File: config.mk
export PLATFORM = sky130hd
export DESIGN_NAME = status_led_blink_coder
export DESIGN_NICKNAME = d
export VERILOG_FILES = /design/src/verilog/led_code_pkg.sv /design/src/verilog/led_code_select.sv /design/src/verilog/status_led_blink_coder.sv
export SDC_FILE = /design/constraint.sdc
export NUM_CORES = 1
export LEC_CHECK = 0
export BUFFER_PORTS_ARGS = -buffer_cell sky130_fd_sc_hd__buf_2
export CAP_MARGIN = 0
export CORE_MARGIN = 5
export CORE_UTILIZATION = 40
export CTS_CLUSTER_SIZE = 24
export DETAILED_ROUTE_END_ITERATION = 10
export HOLD_SLACK_MARGIN = 0.15
export PLACE_DENSITY = 0.58
export RECOVER_POWER = 100
export SLEW_MARGIN = 10
export SYNTH_ARGS = -nofsm -noshare
export SYNTH_HDL_FRONTEND = slang
export SYNTH_SLANG_ARGS = --single-unit
export TNS_END_PERCENT = 50
File: constraint.sdc
create_clock -name CLOCK_IN -period 2.9 [get_ports CLOCK_IN]
set_input_delay 0.29 -clock CLOCK_IN [delete_from_list [all_inputs] [get_ports CLOCK_IN]]
set_output_delay 0.29 -clock CLOCK_IN [all_outputs]
set_load 0.005 [all_outputs]
File: src/verilog/led_code_pkg.sv
// Constants for the indicator LED blink coder.
// Assumes a 200 MHz system clock.
`default_nettype none
package led_code_pkg;
  localparam int unsigned CLK_HZ        = 200_000_000;
  localparam int unsigned STARTUP_MS    = 2000;
  localparam int unsigned PULSE_MS      = 300;
  localparam int unsigned FRAME_MS      = 6000;
  localparam int unsigned STARTUP_CYC   = STARTUP_MS * (CLK_HZ / 1000);
  localparam int unsigned PULSE_CYC     = PULSE_MS * (CLK_HZ / 1000);
  localparam int unsigned FRAME_SLOTS   = FRAME_MS / PULSE_MS;
  localparam int unsigned COUNT_W       = 32;
  localparam int unsigned SLOT_W        = 5;
  localparam int unsigned CODE_W        = 4;
  localparam logic [3:0]  PRIO_NONE     = 4'h0;
  localparam logic [3:0]  PRIO_INFO     = 4'h1;
  localparam logic [3:0]  PRIO_SENSOR   = 4'h3;
  localparam logic [3:0]  PRIO_SETUP    = 4'h5;
  localparam logic [3:0]  PRIO_REPLACE  = 4'h7;
  localparam logic [3:0]  PRIO_TEMP     = 4'h9;
  localparam logic [3:0]  PRIO_FIRST    = 4'hB;
  localparam logic [3:0]  PRIO_SECOND   = 4'hD;
endpackage
`default_nettype wire

File: src/verilog/led_code_select.sv
// Priority selector: picks highest active condition and its flash code.
// Assumes condition inputs are synchronous to the system clock.
`timescale 1ns/100ps
`default_nettype none
module led_code_select (
  // Conditions
  input  wire logic       second_level_alarm_in,
  input  wire logic       first_level_alarm_in,
  input  wire logic       high_temp_in,
  input  wire logic       replace_err_in,
  input  wire logic       setup_err_in,
  input  wire logic       sensor_err_in,
  input  wire logic       info_event_in,
  // Result
  output logic [3:0]      prio_out,
  output logic [3:0]      code_out
);
  always_comb begin
    prio_out = led_code_pkg::PRIO_NONE;
    code_out = 4'h0;
    if (second_level_alarm_in) begin
      prio_out = led_code_pkg::PRIO_SECOND;
    end else if (first_level_alarm_in) begin
      prio_out = led_code_pkg::PRIO_FIRST;
    end else if (high_temp_in) begin
      prio_out = led_code_pkg::PRIO_TEMP;
    end else if (replace_err_in) begin
      prio_out = led_code_pkg::PRIO_REPLACE;
      code_out = led_code_pkg::PRIO_REPLACE;
    end else if (setup_err_in) begin
      prio_out = led_code_pkg::PRIO_SETUP;
      code_out = led_code_pkg::PRIO_SETUP;
    end else if (sensor_err_in) begin
      prio_out = led_code_pkg::PRIO_SENSOR;
      code_out = led_code_pkg::PRIO_SENSOR;
    end else if (info_event_in) begin
      prio_out = led_code_pkg::PRIO_INFO;
      code_out = led_code_pkg::PRIO_INFO;
    end
  end
endmodule
`default_nettype wire

File: src/verilog/status_led_blink_coder.sv
// Indicator LED sequencer: startup lamp then repeating flash codes.
// Assumes condition inputs are level flags on CLOCK_IN; LED is active high.
`timescale 1ns/100ps
`default_nettype none
// Behaviour
// - LED on two seconds after reset, then off or blinking per config.
// - Each pulse 0.3 s lit then 0.3 s dark; frame repeats every 6 s.
// - Pulses per frame equal the code; dark for rest of frame.
// - Radio or internal error is priority 7, flash code 7.
// - Settings recovery copy or setup error is priority 5, code 5.
// - Active or latched sensor error priority 3 code 3; cleared is 0.
// - Settings copies, log init, watchdog, auto-learn: priority 1, code 1.
// - Second-level low pressure alarm priority 13, LED off.
// - First-level alarms priority 11, high temperature 9, LED off.
module status_led_blink_coder #(
  parameter int unsigned STARTUP_CYC = led_code_pkg::STARTUP_CYC,
  parameter int unsigned PULSE_CYC   = led_code_pkg::PULSE_CYC
) (
  // Clock and reset
  input  wire logic       CLOCK_IN,
  input  wire logic       NRST_IN,
  // Configuration
  input  wire logic       BLINK_EN_IN,
  // Tire alarms, active or latched
  input  wire logic       SECOND_LEVEL_ALARM_IN,
  input  wire logic       FIRST_LEVEL_ALARM_IN,
  input  wire logic       HIGH_TEMP_IN,
  // Diagnostic conditions
  input  wire logic       RF_ERR_IN,
  input  wire logic       INTERNAL_ERR_IN,
  input  wire logic       RECOVERY_COPY_IN,
  input  wire logic       SETUP_ERR_IN,
  input  wire logic       SENSOR_ERR_IN,
  input  wire logic       INFO_EVENT_IN,
  // Outputs
  output logic            LED_OUT,
  output logic [3:0]      PRIO_OUT,
  output logic [3:0]      CODE_OUT,
  output logic            STARTUP_OUT
);
  typedef enum logic [0:0] {
    ST_STARTUP = 1'b0,
    ST_RUN     = 1'b1
  } state_e;

  state_e      state_q;
  logic [31:0] cnt_q;
  logic [4:0]  slot_q;
  logic [3:0]  code_q;
  logic        led_q;
  logic [3:0]  sel_prio;
  logic [3:0]  sel_code;
  logic        slot_end;
  logic        frame_end;
  logic        lit_d;
  // Checker helpers: sources that outrank the lower codes
  logic        alarm_any;
  logic        err_hi;

  assign alarm_any = SECOND_LEVEL_ALARM_IN | FIRST_LEVEL_ALARM_IN |
                     HIGH_TEMP_IN;
  assign err_hi    = RF_ERR_IN | INTERNAL_ERR_IN | RECOVERY_COPY_IN |
                     SETUP_ERR_IN;

  led_code_select u_sel (
    .second_level_alarm_in (SECOND_LEVEL_ALARM_IN),
    .first_level_alarm_in  (FIRST_LEVEL_ALARM_IN),
    .high_temp_in          (HIGH_TEMP_IN),
    .replace_err_in        (RF_ERR_IN | INTERNAL_ERR_IN),
    .setup_err_in          (RECOVERY_COPY_IN | SETUP_ERR_IN),
    .sensor_err_in         (SENSOR_ERR_IN),
    .info_event_in         (INFO_EVENT_IN),
    .prio_out              (sel_prio),
    .code_out              (sel_code)
  );

  assign slot_end  = (cnt_q == 32'(PULSE_CYC - 1));
  assign frame_end = slot_end &&
                     (slot_q == 5'(led_code_pkg::FRAME_SLOTS - 1));

  always_ff @(posedge CLOCK_IN or negedge NRST_IN) begin
    if (!NRST_IN) begin
      state_q <= ST_STARTUP;
    end else if (state_q == ST_STARTUP &&
                 cnt_q == 32'(STARTUP_CYC - 1)) begin
      state_q <= ST_RUN;
    end
  end

  always_ff @(posedge CLOCK_IN or negedge NRST_IN) begin
    if (!NRST_IN) begin
      cnt_q  <= 32'h0;
      slot_q <= 5'h0;
    end else begin
      case (state_q)
        ST_STARTUP: begin
          if (cnt_q == 32'(STARTUP_CYC - 1)) begin
            cnt_q <= 32'h0;
          end else begin
            cnt_q <= cnt_q + 32'h1;
          end
        end
        ST_RUN: begin
          if (slot_end) begin
            cnt_q  <= 32'h0;
            slot_q <= frame_end ? 5'h0 : slot_q + 5'h1;
          end else begin
            cnt_q <= cnt_q + 32'h1;
          end
        end
        default: begin
          cnt_q  <= 32'h0;
          slot_q <= 5'h0;
        end
      endcase
    end
  end

  // Code latched only at frame boundaries so a frame is never cut short
  always_ff @(posedge CLOCK_IN or negedge NRST_IN) begin
    if (!NRST_IN) begin
      code_q <= 4'h0;
    end else if (state_q == ST_STARTUP &&
                 cnt_q == 32'(STARTUP_CYC - 1)) begin
      code_q <= BLINK_EN_IN ? sel_code : 4'h0;
    end else if (state_q == ST_RUN && frame_end) begin
      code_q <= BLINK_EN_IN ? sel_code : 4'h0;
    end
  end

  // Even slots lit while slot/2 is below the code, odd dark; lit pulse index is slot/2
  always_comb begin
    lit_d = 1'b0;
    if (state_q == ST_STARTUP) begin
      lit_d = 1'b1;
    end else if (!slot_q[0] && (slot_q[4:1] < code_q)) begin
      lit_d = 1'b1;
    end
  end

  always_ff @(posedge CLOCK_IN or negedge NRST_IN) begin
    if (!NRST_IN) begin
      led_q <= 1'b1;
    end else begin
      led_q <= lit_d;
    end
  end

  assign LED_OUT     = led_q;
  assign PRIO_OUT    = sel_prio;
  assign CODE_OUT    = code_q;
  assign STARTUP_OUT = (state_q == ST_STARTUP);

  a_startup_lit: assert property (
    @(posedge CLOCK_IN) disable iff (!NRST_IN)
    (state_q == ST_STARTUP) |=> LED_OUT
  ) else $error("LED dark during startup");

  a_startup_len: assert property (
    @(posedge CLOCK_IN) disable iff (!NRST_IN)
    (state_q == ST_STARTUP) |-> cnt_q < 32'(STARTUP_CYC)
  ) else $error("Startup count overran");

  a_startup_exit: assert property (
    @(posedge CLOCK_IN) disable iff (!NRST_IN)
    (state_q == ST_STARTUP && cnt_q == 32'(STARTUP_CYC - 1)) |=>
      (state_q == ST_RUN && cnt_q == 32'h0 && slot_q == 5'h0)
  ) else $error("Startup did not end on time");

  a_blink_off: assert property (
    @(posedge CLOCK_IN) disable iff (!NRST_IN)
    (((state_q == ST_STARTUP && cnt_q == 32'(STARTUP_CYC - 1)) ||
      (state_q == ST_RUN && frame_end)) && !BLINK_EN_IN) |=>
      code_q == 4'h0
  ) else $error("Code taken while blinking disabled");

  a_slot_len: assert property (
    @(posedge CLOCK_IN) disable iff (!NRST_IN)
    (state_q == ST_RUN && slot_end) |=> cnt_q == 32'h0
  ) else $error("Slot timer not restarted");

  a_frame_wrap: assert property (
    @(posedge CLOCK_IN) disable iff (!NRST_IN)
    (state_q == ST_RUN && frame_end) |=> slot_q == 5'h0
  ) else $error("Frame did not wrap at 20 slots");

  a_dark_tail: assert property (
    @(posedge CLOCK_IN) disable iff (!NRST_IN)
    (state_q == ST_RUN && slot_q[4:1] >= code_q) |=> !LED_OUT
  ) else $error("LED lit past code pulses");

  a_pulse_lit: assert property (
    @(posedge CLOCK_IN) disable iff (!NRST_IN)
    (state_q == ST_RUN && !slot_q[0] && slot_q[4:1] < code_q) |=> LED_OUT
  ) else $error("Code pulse missing");

  a_odd_dark: assert property (
    @(posedge CLOCK_IN) disable iff (!NRST_IN)
    (state_q == ST_RUN && slot_q[0]) |=> !LED_OUT
  ) else $error("LED lit in gap slot");

  a_replace_code: assert property (
    @(posedge CLOCK_IN) disable iff (!NRST_IN)
    (RF_ERR_IN && !SECOND_LEVEL_ALARM_IN && !FIRST_LEVEL_ALARM_IN &&
     !HIGH_TEMP_IN) |-> sel_code == 4'h7 && PRIO_OUT == 4'h7
  ) else $error("Radio error not code 7");

  a_internal_code: assert property (
    @(posedge CLOCK_IN) disable iff (!NRST_IN)
    (INTERNAL_ERR_IN && !alarm_any) |-> sel_code == 4'h7 && PRIO_OUT == 4'h7
  ) else $error("Internal error not code 7");

  a_setup_code: assert property (
    @(posedge CLOCK_IN) disable iff (!NRST_IN)
    ((RECOVERY_COPY_IN || SETUP_ERR_IN) && !alarm_any && !RF_ERR_IN &&
     !INTERNAL_ERR_IN) |-> sel_code == 4'h5 && PRIO_OUT == 4'h5
  ) else $error("Settings error not code 5");

  a_sensor_code: assert property (
    @(posedge CLOCK_IN) disable iff (!NRST_IN)
    (SENSOR_ERR_IN && !alarm_any && !err_hi) |->
      sel_code == 4'h3 && PRIO_OUT == 4'h3
  ) else $error("Sensor error not code 3");

  a_info_code: assert property (
    @(posedge CLOCK_IN) disable iff (!NRST_IN)
    (INFO_EVENT_IN && !alarm_any && !err_hi && !SENSOR_ERR_IN) |->
      sel_code == 4'h1 && PRIO_OUT == 4'h1
  ) else $error("Info event not code 1");

  a_alarm_dark: assert property (
    @(posedge CLOCK_IN) disable iff (!NRST_IN)
    SECOND_LEVEL_ALARM_IN |-> sel_code == 4'h0 && PRIO_OUT == 4'hD
  ) else $error("Tire alarm lit LED");

  a_idle_none: assert property (
    @(posedge CLOCK_IN) disable iff (!NRST_IN)
    (!alarm_any && !err_hi && !SENSOR_ERR_IN && !INFO_EVENT_IN) |->
      sel_code == 4'h0 && PRIO_OUT == 4'h0
  ) else $error("Idle priority not zero");

  a_first_dark: assert property (
    @(posedge CLOCK_IN) disable iff (!NRST_IN)
    (!SECOND_LEVEL_ALARM_IN && FIRST_LEVEL_ALARM_IN) |->
      sel_code == 4'h0 && PRIO_OUT == 4'hB
  ) else $error("First level alarm lit LED");

  a_temp_dark: assert property (
    @(posedge CLOCK_IN) disable iff (!NRST_IN)
    (!SECOND_LEVEL_ALARM_IN && !FIRST_LEVEL_ALARM_IN && HIGH_TEMP_IN) |->
      sel_code == 4'h0 && PRIO_OUT == 4'h9
  ) else $error("Temperature alarm lit LED");

  a_code_hold: assert property (
    @(posedge CLOCK_IN) disable iff (!NRST_IN)
    (state_q == ST_RUN && !frame_end) |=> $stable(code_q)
  ) else $error("Code changed mid frame");
endmodule
`default_nettype wire

### Word-level counts from Yosys, hierarchy flattened

Cells that the tools add are included.

| storage, ports and cells | value |
|---|---|
| register bits | 43 |
| input bits | 12 |
| output and inout port bits | 10 |

| cells by class | value |
|---|---|
| add/subtract/negate cells | 2 |
| $lt $le $gt $ge | 1 |
| eq/ne operators | 3 |
| mux-type cells | 19 |
| bitwise logic cells | 3 |
| reductions and logical operators | 7 |

Operators by type and width:

| kind | count |
|---|---|
| $mux 32 | 2 |
| $pmux 32 s2 | 1 |
| $mux 4 | 12 |
| $add 32x1->32 const B | 1 |
| $eq 32x26->1 const B | 1 |
| $eq 32x29->1 const B | 1 |
| $add 5x1->5 const B | 1 |
| $eq 5x5->1 const B | 1 |
| $mux 5 | 1 |
| $logic_and 1x1->1 | 4 |
| $lt 4x4->1 | 1 |
| $mux 1 | 3 |
| $or 1x1->1 | 2 |
| $reduce_and 2->1 | 1 |
| $reduce_bool 2->1 | 1 |
| $logic_not 1->1 | 1 |
| $not 1->1 | 1 |

### Logic depth before layout (Yosys ltp)

Gate-level depths: netlist of run 1.

| logic depth | value |
|---|---|
| depth in word-level cells | 10 |
| mapped depth | 8 |
| gate-level depth less buffers | 6 |

### Cells and area by module

Synthesis of run 1 repeated with hierarchy kept, for this count alone.

| unflattened totals | value |
|---|---|
| cells, all modules | 237 |
| area total of the unflattened synthesis | 2347.3 um^2 |

By module, submodules not included:

| module | times used | cells an instance | area each (um^2) | sequential area each (um^2) |
|---|---|---|---|---|
| status_led_blink_coder | 1 | 220 | 2240.9 | 1077.3 |
| led_code_select | 1 | 17 | 106.4 | 0.0 |

### Worst setup path before layout of run 1

OpenSTA, ideal clock, no wires.

| timing | value |
|---|---|
| kind | reg2reg |
| start point | register cnt_q[0] |
| end point | register code_q[0], in the netlist CODE_OUT[0] |
| setup time | 0.125 ns |
| data arrival time | 2.108 ns |
| path slack | 0.667 ns |
| cell stages (with the launch flop) | 8 |
| buffers on the path | 1 |
| path through | dfrtp_1 -> ha_1 -> nand3_2 -> or3_1 -> buf_6 -> or3_4 -> a21oi_4 -> mux2_2 |

| between the ends | value |
|---|---|
| longest elaborated chain between the ends | 4 |

Ends and longest elaborated chain:

| item | RTL line | RTL |
|---|---|---|
| from (decl) | status_led_blink_coder.sv:47 | `logic [31:0] cnt_q;` |
| from (signal assigned) | status_led_blink_coder.sv:100 | `cnt_q <= cnt_q + 32'h1;` |
| from (signal assigned) | status_led_blink_coder.sv:108 | `cnt_q <= cnt_q + 32'h1;` |
| $eq 32x26->1 | status_led_blink_coder.sv:77 | `assign slot_end = (cnt_q == 32'(PULSE_CYC - 1));` |
| $logic_and 1x1->1 | status_led_blink_coder.sv:78 | `assign frame_end = slot_end &&` |
| $logic_and 1x1->1 | status_led_blink_coder.sv:126 | `end else if (state_q == ST_RUN && frame_end) begin` |
| $reduce_bool 2->1 (no line) | - |  |
| to (signal assigned) | status_led_blink_coder.sv:125 | `code_q <= BLINK_EN_IN ? sel_code : 4'h0;` |
| to (signal assigned) | status_led_blink_coder.sv:127 | `code_q <= BLINK_EN_IN ? sel_code : 4'h0;` |
| to (decl) | status_led_blink_coder.sv:49 | `logic [3:0] code_q;` |

Several ways; a longest one is shown, not always the timed one.
A chain may end at the register's enable or synchronous reset.

### Worst setup path in the final report of run 1

Same ends and word-level chain as after synthesis.

==> impl_metrics.py, run 1 <==
metrics = {
    "synthesis": {
        "synth-seq-area-share_pct": 47.6,
        "syn_avg_cell_area_um2": 9.92,
        "yosysWarnings": 0,
        "synth_compound_area_share_pct": 4.47,
        "synth.mux.area_fraction_pct": 1.98,
        "synth_edf_count": 0,
        "synthesis.nets": 239,
        "synth_top_family_by_area": "simple AND/OR/NAND/NOR gates",
        "yosys_register_bits": 42,
        "synth-adder-area-share_pct": 2.26,
        "synthSimpleGateAreaFrac_pct": 28.1,
        "async_reset_ff_share_pct": 100,
        "synth.distinct_cells": 41,
        "synth_xor_area_share_pct": 12.3,
        "yosys_most_used_dff": "dfrtp_1",
        "synth.cell_area_um2": 2210,
        "netlist_instances": 223,
    },
    "critical_path": {
        "path_max_fanout": 7,
        "critical-path-max-stage-delay_ps": 550,
        "crit_type": "register to register",
        "crit_path_end_kind": "register",
        "crit_slowest_cell": "or3_1",
        "path_buf_inv": 0,
        "arrival_ps": 2810,
        "path_delay_family": "simple AND/OR/NAND/NOR gates",
        "critPathLaunchType": "register",
        "path_cells": "ha_1 -> nand3_1 -> or3_1 -> or3_4 -> a21oi_1 -> mux2_2",
        "crit_required_ps": 3080,
    },
    "timing": {
        "hold_violations": 0,
        "maxSlewViolCount": 43,
        "worst_pin_slew_ps": 2250,
        "rsz0062_at_grt": "no",
        "setup_ws_ps": 275,
        "period_minus_slack_ps": 2620,
        "max_freq_mhz": 381,
        "maxSlewHeadroom_pct": -49.8,
        "finalCritPeriodShare_pct": 90.5,
        "setup_violations": 0,
        "finClkSkew_ps": 10.5,
        "finalSetupTns_ps": 0,
    },
    "power": {
        "p_leak_uw": 0.00111,
        "ir_drop_mv": 0.284,
        "powerDensity_nw_per_um2": 412,
    },
    "run": {
        "drv_cap": 1,
    },
    "clock_tree": {
        "clk_pin_slew_ps": 80,
        "cts_resized": 0,
        "cts_tree": "done",
        "clock_sinks": 42,
        "ctsLongestPathBuffers": 2,
        "worstSkewPairLatency_ps": 300,
        "cts-buffers-inserted": 5,
        "htree_num_levels": 2,
        "cts_hold_buf": 0,
        "cts-root-buf": "clkbuf_8",
        "post-cts-setup-buffers": 0,
    },
    "floorplanning": {
        "fp.dieH_um": 84.4,
        "die_area_um2": 7120,
        "ios": 22,
        "rows": 27,
        "core_area_um2": 5440,
        "die_x_um": 84.4,
        "initial_core_util_pct": 40.7,
    },
    "placed_design": {
        "gp_congestion": 0.814,
        "pre_cts_ws_ps": 423,
        "port-buffer-count": 20,
        "hpwl_um": 3210,
    },
    "grt": {
        "grt_max_degree": 43,
        "grt_pass1_vias": 1625,
        "grt_pass1_wl_um": 7650,
        "overflow": 0,
        "grtUsageTotal_pct": 13.2,
        "antenna_found_initial": 0,
    },
    "route": {
        "via_count": 1628,
        "ant_nets": 0,
        "dr.pass1.iters": 4,
        "post-route-drc-count": 0,
        "wire_per_inst_um": 13.8,
        "viasPerCell": 5.10,
        "drt-total-wl_um": 4400,
        "drtIter0Drc": 81,
    },
    "final_layout": {
        "fill_cells": 555,
        "nets": 262,
        "regArea_um2": 1050,
        "multiInputGateArea_um2": 1070,
        "syn_to_final_growth_pct": 10.1,
        "antenna_cells": 0,
        "drive_above_1_share_pct": 11.7,
    },
    "hold_path": {
        "hold_class": "input port to register",
    },
    "status": {
        "status": "finished, violations left",
        "failed_checks": "capacitance limit, slew limit",
    },
}
## kinds of logic (layout without fill, tap and decap cells)
family	Yosys count	count (layout)
AO/OA/AOI/OAI	11	11
XOR/XNOR	31	31
adder cells (fa/ha/maj)	4	4
buffers and inverters	14	38
flip-flops	42	42
multiplexers	4	4
other	1	1
AND/OR/NAND/NOR	116	116
## path summary, 6_finish.rpt
kind	startpoint	endpoint	slack (ps)	depth (start not counted)
max	cnt_q[0]	CODE_OUT[0]	280	6
min	BLINK_EN_IN	CODE_OUT[2]	250	3
max reg2reg	cnt_q[0]	CODE_OUT[0]	280	6
min reg2reg	state_q	LED_OUT	450	1
max in group asynchronous	NRST_IN	CODE_OUT[0]	960	1
min in group asynchronous	NRST_IN	cnt_q[28]	650	1
## power by group
group          leakage, µW  switching, µW  total (µW)  internal, µW
sequential        0.000564              0         585           585
combinational     0.000496           19.1        27.9          8.81
clock            0.0000482            200         392           192
## cells in the final DEF, fill, tap and decap left out, types with 3 or more instances in the layout
| cell | synthesis | final |
|---|---|---|
| dfrtp_1 | 41 | 41 |
| nor2_1 | 37 | 37 |
| xnor2_1 | 16 | 16 |
| xor2_1 | 15 | 15 |
| nand3_1 | 13 | 14 |
| buf_2 | 0 | 14 |
| nand2_1 | 12 | 12 |
| nor3_1 | 10 | 10 |
| inv_1 | 10 | 10 |
| nand4_1 | 10 | 10 |
| nor4_1 | 7 | 7 |
| clkbuf_1 | 1 | 7 |
| clkbuf_8 | 0 | 6 |
| and4_1 | 4 | 4 |
| and3_1 | 4 | 4 |
| ha_1 | 4 | 4 |
| a21o_1 | 3 | 3 |
| nor2b_1 | 3 | 3 |
| mux2_2 | 3 | 3 |
## final cells by class
class                      instances  area share (%)
inverter                          10            1.54
sequential                        42            43.2
clock buffer                       7            3.54
multi-input combinational        167            44.0
clock inverter                     1           0.205
tap                               72            3.70
timing repair buffer              20            3.80
## through the flow
step                      power [µW]  hold slack (ps)  cell area (µm²)  utilization [%]  std cells
final                           1000              253             2440             44.8        319
after floorplan                  604            -5.59             2210                -        223
after global routing            1050              254             2440             44.8        319
after detailed placement         627              465             2370             43.5        311
after global placement           627              446             2370             43.5        311
after CTS                       1020              178             2460             45.2        319
## tightest hold or removal path, delay by kind of cell
family | cells | cell delay (ps)
buffers and inverters | 1 | 100
muxes | 1 | 60
and+or+nand+nor | 1 | 60
## per-layer routing
metal,track usage [%],part of all wire (%),wire length [µm],up-vias
li1,-,-,-,820
met1,16.9,47,2070,776
met2,21.0,46,2030,28
met3,4.91,6.0,266,4
met4,3.88,0.84,37,0
met5,0,0,0,-
## sequential cells by signal, summed over array words and instances (netlist names)
signal and cells:
LED_OUT 1, slot_q 5, CODE_OUT 3, state_q 1
cnt_q 32
## cells in the mapped netlist (all sizes together), types with 2 or more instances
cell type	number	area, µm²
nor3b	2	15.0
mux2	3	33.8
a21oi	3	37.5
ha	4	50.1
nor2b	3	18.8
nor4	7	43.8
nand4b	2	17.5
nor3	10	50.1
inv	10	37.5
buf	3	30.0
a21o	3	22.5
nand2	12	45.0
and4	4	35.0
and2	2	13.8
or3	3	23.8
dfrtp	41	1030
xnor2	16	140
nor2	37	139
xor2	15	131
nand3	15	85.1
nand4	10	62.6
and3	4	25.0
Power figures use the tool's default switching activity.
==> run 2: changes to the inputs <==
--- a/config.mk
+++ b/config.mk
@@ -7,12 +7,15 @@
 export LEC_CHECK = 0
 export BUFFER_PORTS_ARGS = -buffer_cell sky130_fd_sc_hd__buf_2
 export CAP_MARGIN = 0
+export CELL_PAD_IN_SITES_DETAIL_PLACEMENT = 2
+export CELL_PAD_IN_SITES_GLOBAL_PLACEMENT = 2
 export CORE_MARGIN = 5
-export CORE_UTILIZATION = 40
+export CORE_UTILIZATION = 37
+export CTS_BUF_LIST = sky130_fd_sc_hd__clkbuf_16
 export CTS_CLUSTER_SIZE = 24
 export DETAILED_ROUTE_END_ITERATION = 10
 export HOLD_SLACK_MARGIN = 0.15
-export PLACE_DENSITY = 0.58
+export PLACE_DENSITY = 0.78
 export RECOVER_POWER = 100
 export SLEW_MARGIN = 10
 export SYNTH_ARGS = -nofsm -noshare
==> impl_metrics.py, run 2 (synthesis gave the netlist of run 1 again) <==
metrics = {
    "status": {
        "status": "finished, violations left",
        "failed_checks": "capacitance limit, slew limit",
    },
    "clock_tree": {
        "cts-buffers-inserted": 5,
        "post-cts-setup-buffers": 0,
        "clock_sinks": 42,
        "cts_resized": 0,
        "worstSkewPairLatency_ps": 280,
        "ctsLongestPathBuffers": 2,
        "clk_pin_slew_ps": 60,
        "cts_tree": "done",
        "htree_num_levels": 2,
        "cts_hold_buf": 0,
        "cts-root-buf": "clkbuf_16",
    },
    "final_layout": {
        "fin_cells": 324,
        "final_cell_mix": "dfrtp_1, nor2_1, xnor2_1",
        "drive_above_1_share_pct": 12.0,
        "layout_commonest_cell": "dfrtp_1",
        "syn_to_final_growth_pct": 13.1,
        "nets": 264,
        "largest_reg_flops": 32,
        "antenna_cells": 0,
        "top_register": "cnt_q",
        "fill_cells": 666,
    },
    "run": {
        "drv_cap": 1,
    },
    "power": {
        "clockPowerShare_pct": 46.1,
        "combPwrFrac_pct": 2.5,
        "powerDensity_nw_per_um2": 457,
        "ir_drop_mv": 0.233,
        "power_switching_uw": 236,
        "internal_power_uw": 906,
        "sequentialPowerShare_pct": 51.3,
        "swShare_pct": 20.7,
        "p_leak_uw": 0.00115,
    },
    "critical_path": {
        "crit_required_ps": 3070,
        "r2r-end": "cnt_q[3]",
        "crit_type": "register to register",
        "reg2reg_depth": 7,
        "critPathLaunchType": "register",
        "crit_path_end_kind": "register",
        "rrSetupSlack_ps": 350,
        "crit_end": "cnt_q[3]",
        "crit_start": "cnt_q[0]",
        "path_max_fanout": 13,
        "reg2reg_from": "cnt_q[0]",
        "arrival_ps": 2720,
    },
    "timing": {
        "rsz0062_at_grt": "no",
        "max_freq_mhz": 392,
        "worst_pin_slew_ps": 2240,
        "finalSetupTns_ps": 0,
        "maxSlewHeadroom_pct": -49.4,
        "period_minus_slack_ps": 2550,
        "finalCritPeriodShare_pct": 87.9,
        "finClkSkew_ps": 3.03,
        "setup_ws_ps": 351,
        "maxSlewViolCount": 43,
        "hold_violations": 0,
        "setup_violations": 0,
        "hold_slack_ps": 298,
    },
    "placed_design": {
        "gp_congestion": 0.836,
        "pre_cts_ws_ps": 485,
        "hpwl_um": 4200,
        "dp_cells": 316,
        "port-buffer-count": 20,
    },
    "grt": {
        "overflow": 0,
        "antenna_found_initial": 0,
        "grtUsageTotal_pct": 16.1,
        "grt_pass1_vias": 1873,
        "grt_max_degree": 43,
        "grt_pass1_wl_um": 9470,
    },
    "route": {
        "wire_per_inst_um": 17.4,
        "viasPerCell": 5.30,
        "drtIter0Drc": 56,
        "via_count": 1717,
        "post-route-drc-count": 0,
        "ant_nets": 0,
        "dr.pass1.iters": 4,
        "drt-total-wl_um": 5640,
    },
    "hold_path": {
        "hold_class": "input port to register",
    },
    "floorplanning": {
        "fp.dieH_um": 87.3,
        "rows": 28,
        "die_x_um": 87.3,
        "ios": 22,
        "initial_core_util_pct": 37.8,
        "core_area_um2": 5850,
        "die_area_um2": 7620,
    },
}
[run 2: worst min-delay path by stage]
stage	from	to	slack (ps)	depth (start not counted)
after global placement	state_q	LED_OUT	440	1
after detailed placement	state_q	LED_OUT	460	1
final	BLINK_EN_IN	CODE_OUT[2]	300	3
after floorplan	NRST_IN	CODE_OUT[0]	-6	0
after global routing	BLINK_EN_IN	CODE_OUT[2]	320	3
after CTS	NRST_IN	cnt_q[0]	190	1
[run 2: power by group through the flow]
| stage | clock (µW) | sequential (µW) | combinational (µW) |
|---|---|---|---|
| floorplan | 0 | 597 | 7.32 |
| global placement | 0 | 597 | 30.3 |
| detailed placement | 0 | 597 | 31.0 |
| CTS | 545 | 586 | 31.0 |
| global route | 566 | 586 | 34.1 |
| finish | 527 | 586 | 28.8 |
[run 2: routing by layer]
layer / GRT usage, % / vias to the layer above / wire (µm)
met5: 0 / - / 0
met4: 4.60 / 0 / 59
met3: 3.41 / 5 / 252
met2: 27.1 / 28 / 2840
met1: 20.6 / 860 / 2490
li1: - / 824 / -
[run 2: final cells by class]
type                       count  area (µm²)  share of cell area [%]
inverter                      10        37.5                    1.50
multi-input combinational    167        1070                    42.9
timing repair buffer          22         106                    4.25
tap                           75        93.8                    3.75
clock buffer                   5         125                    5.00
sequential                    42        1050                    42.1
clock inverter                 3        12.5                   0.500
[run 2: worst max-delay path, cell delays in order, from the launching register on]
cell	delay [ps]
dfrtp_1	390
ha_1	200
nand3_1	210
or3_1	550
or3_1	490
a21oi_4	260
buf_4	250
nor2_1	70
[run 2: through the flow]
stage,total power [µW],cell area (µm²),utilization (%)
2_1_floorplan,604,2210,-
3_3_place_gp,627,2390,40.8
3_5_place_dp,628,2390,40.8
4_1_cts,1160,2520,43.2
5_1_grt,1190,2500,42.8
6_report,1140,2500,42.8
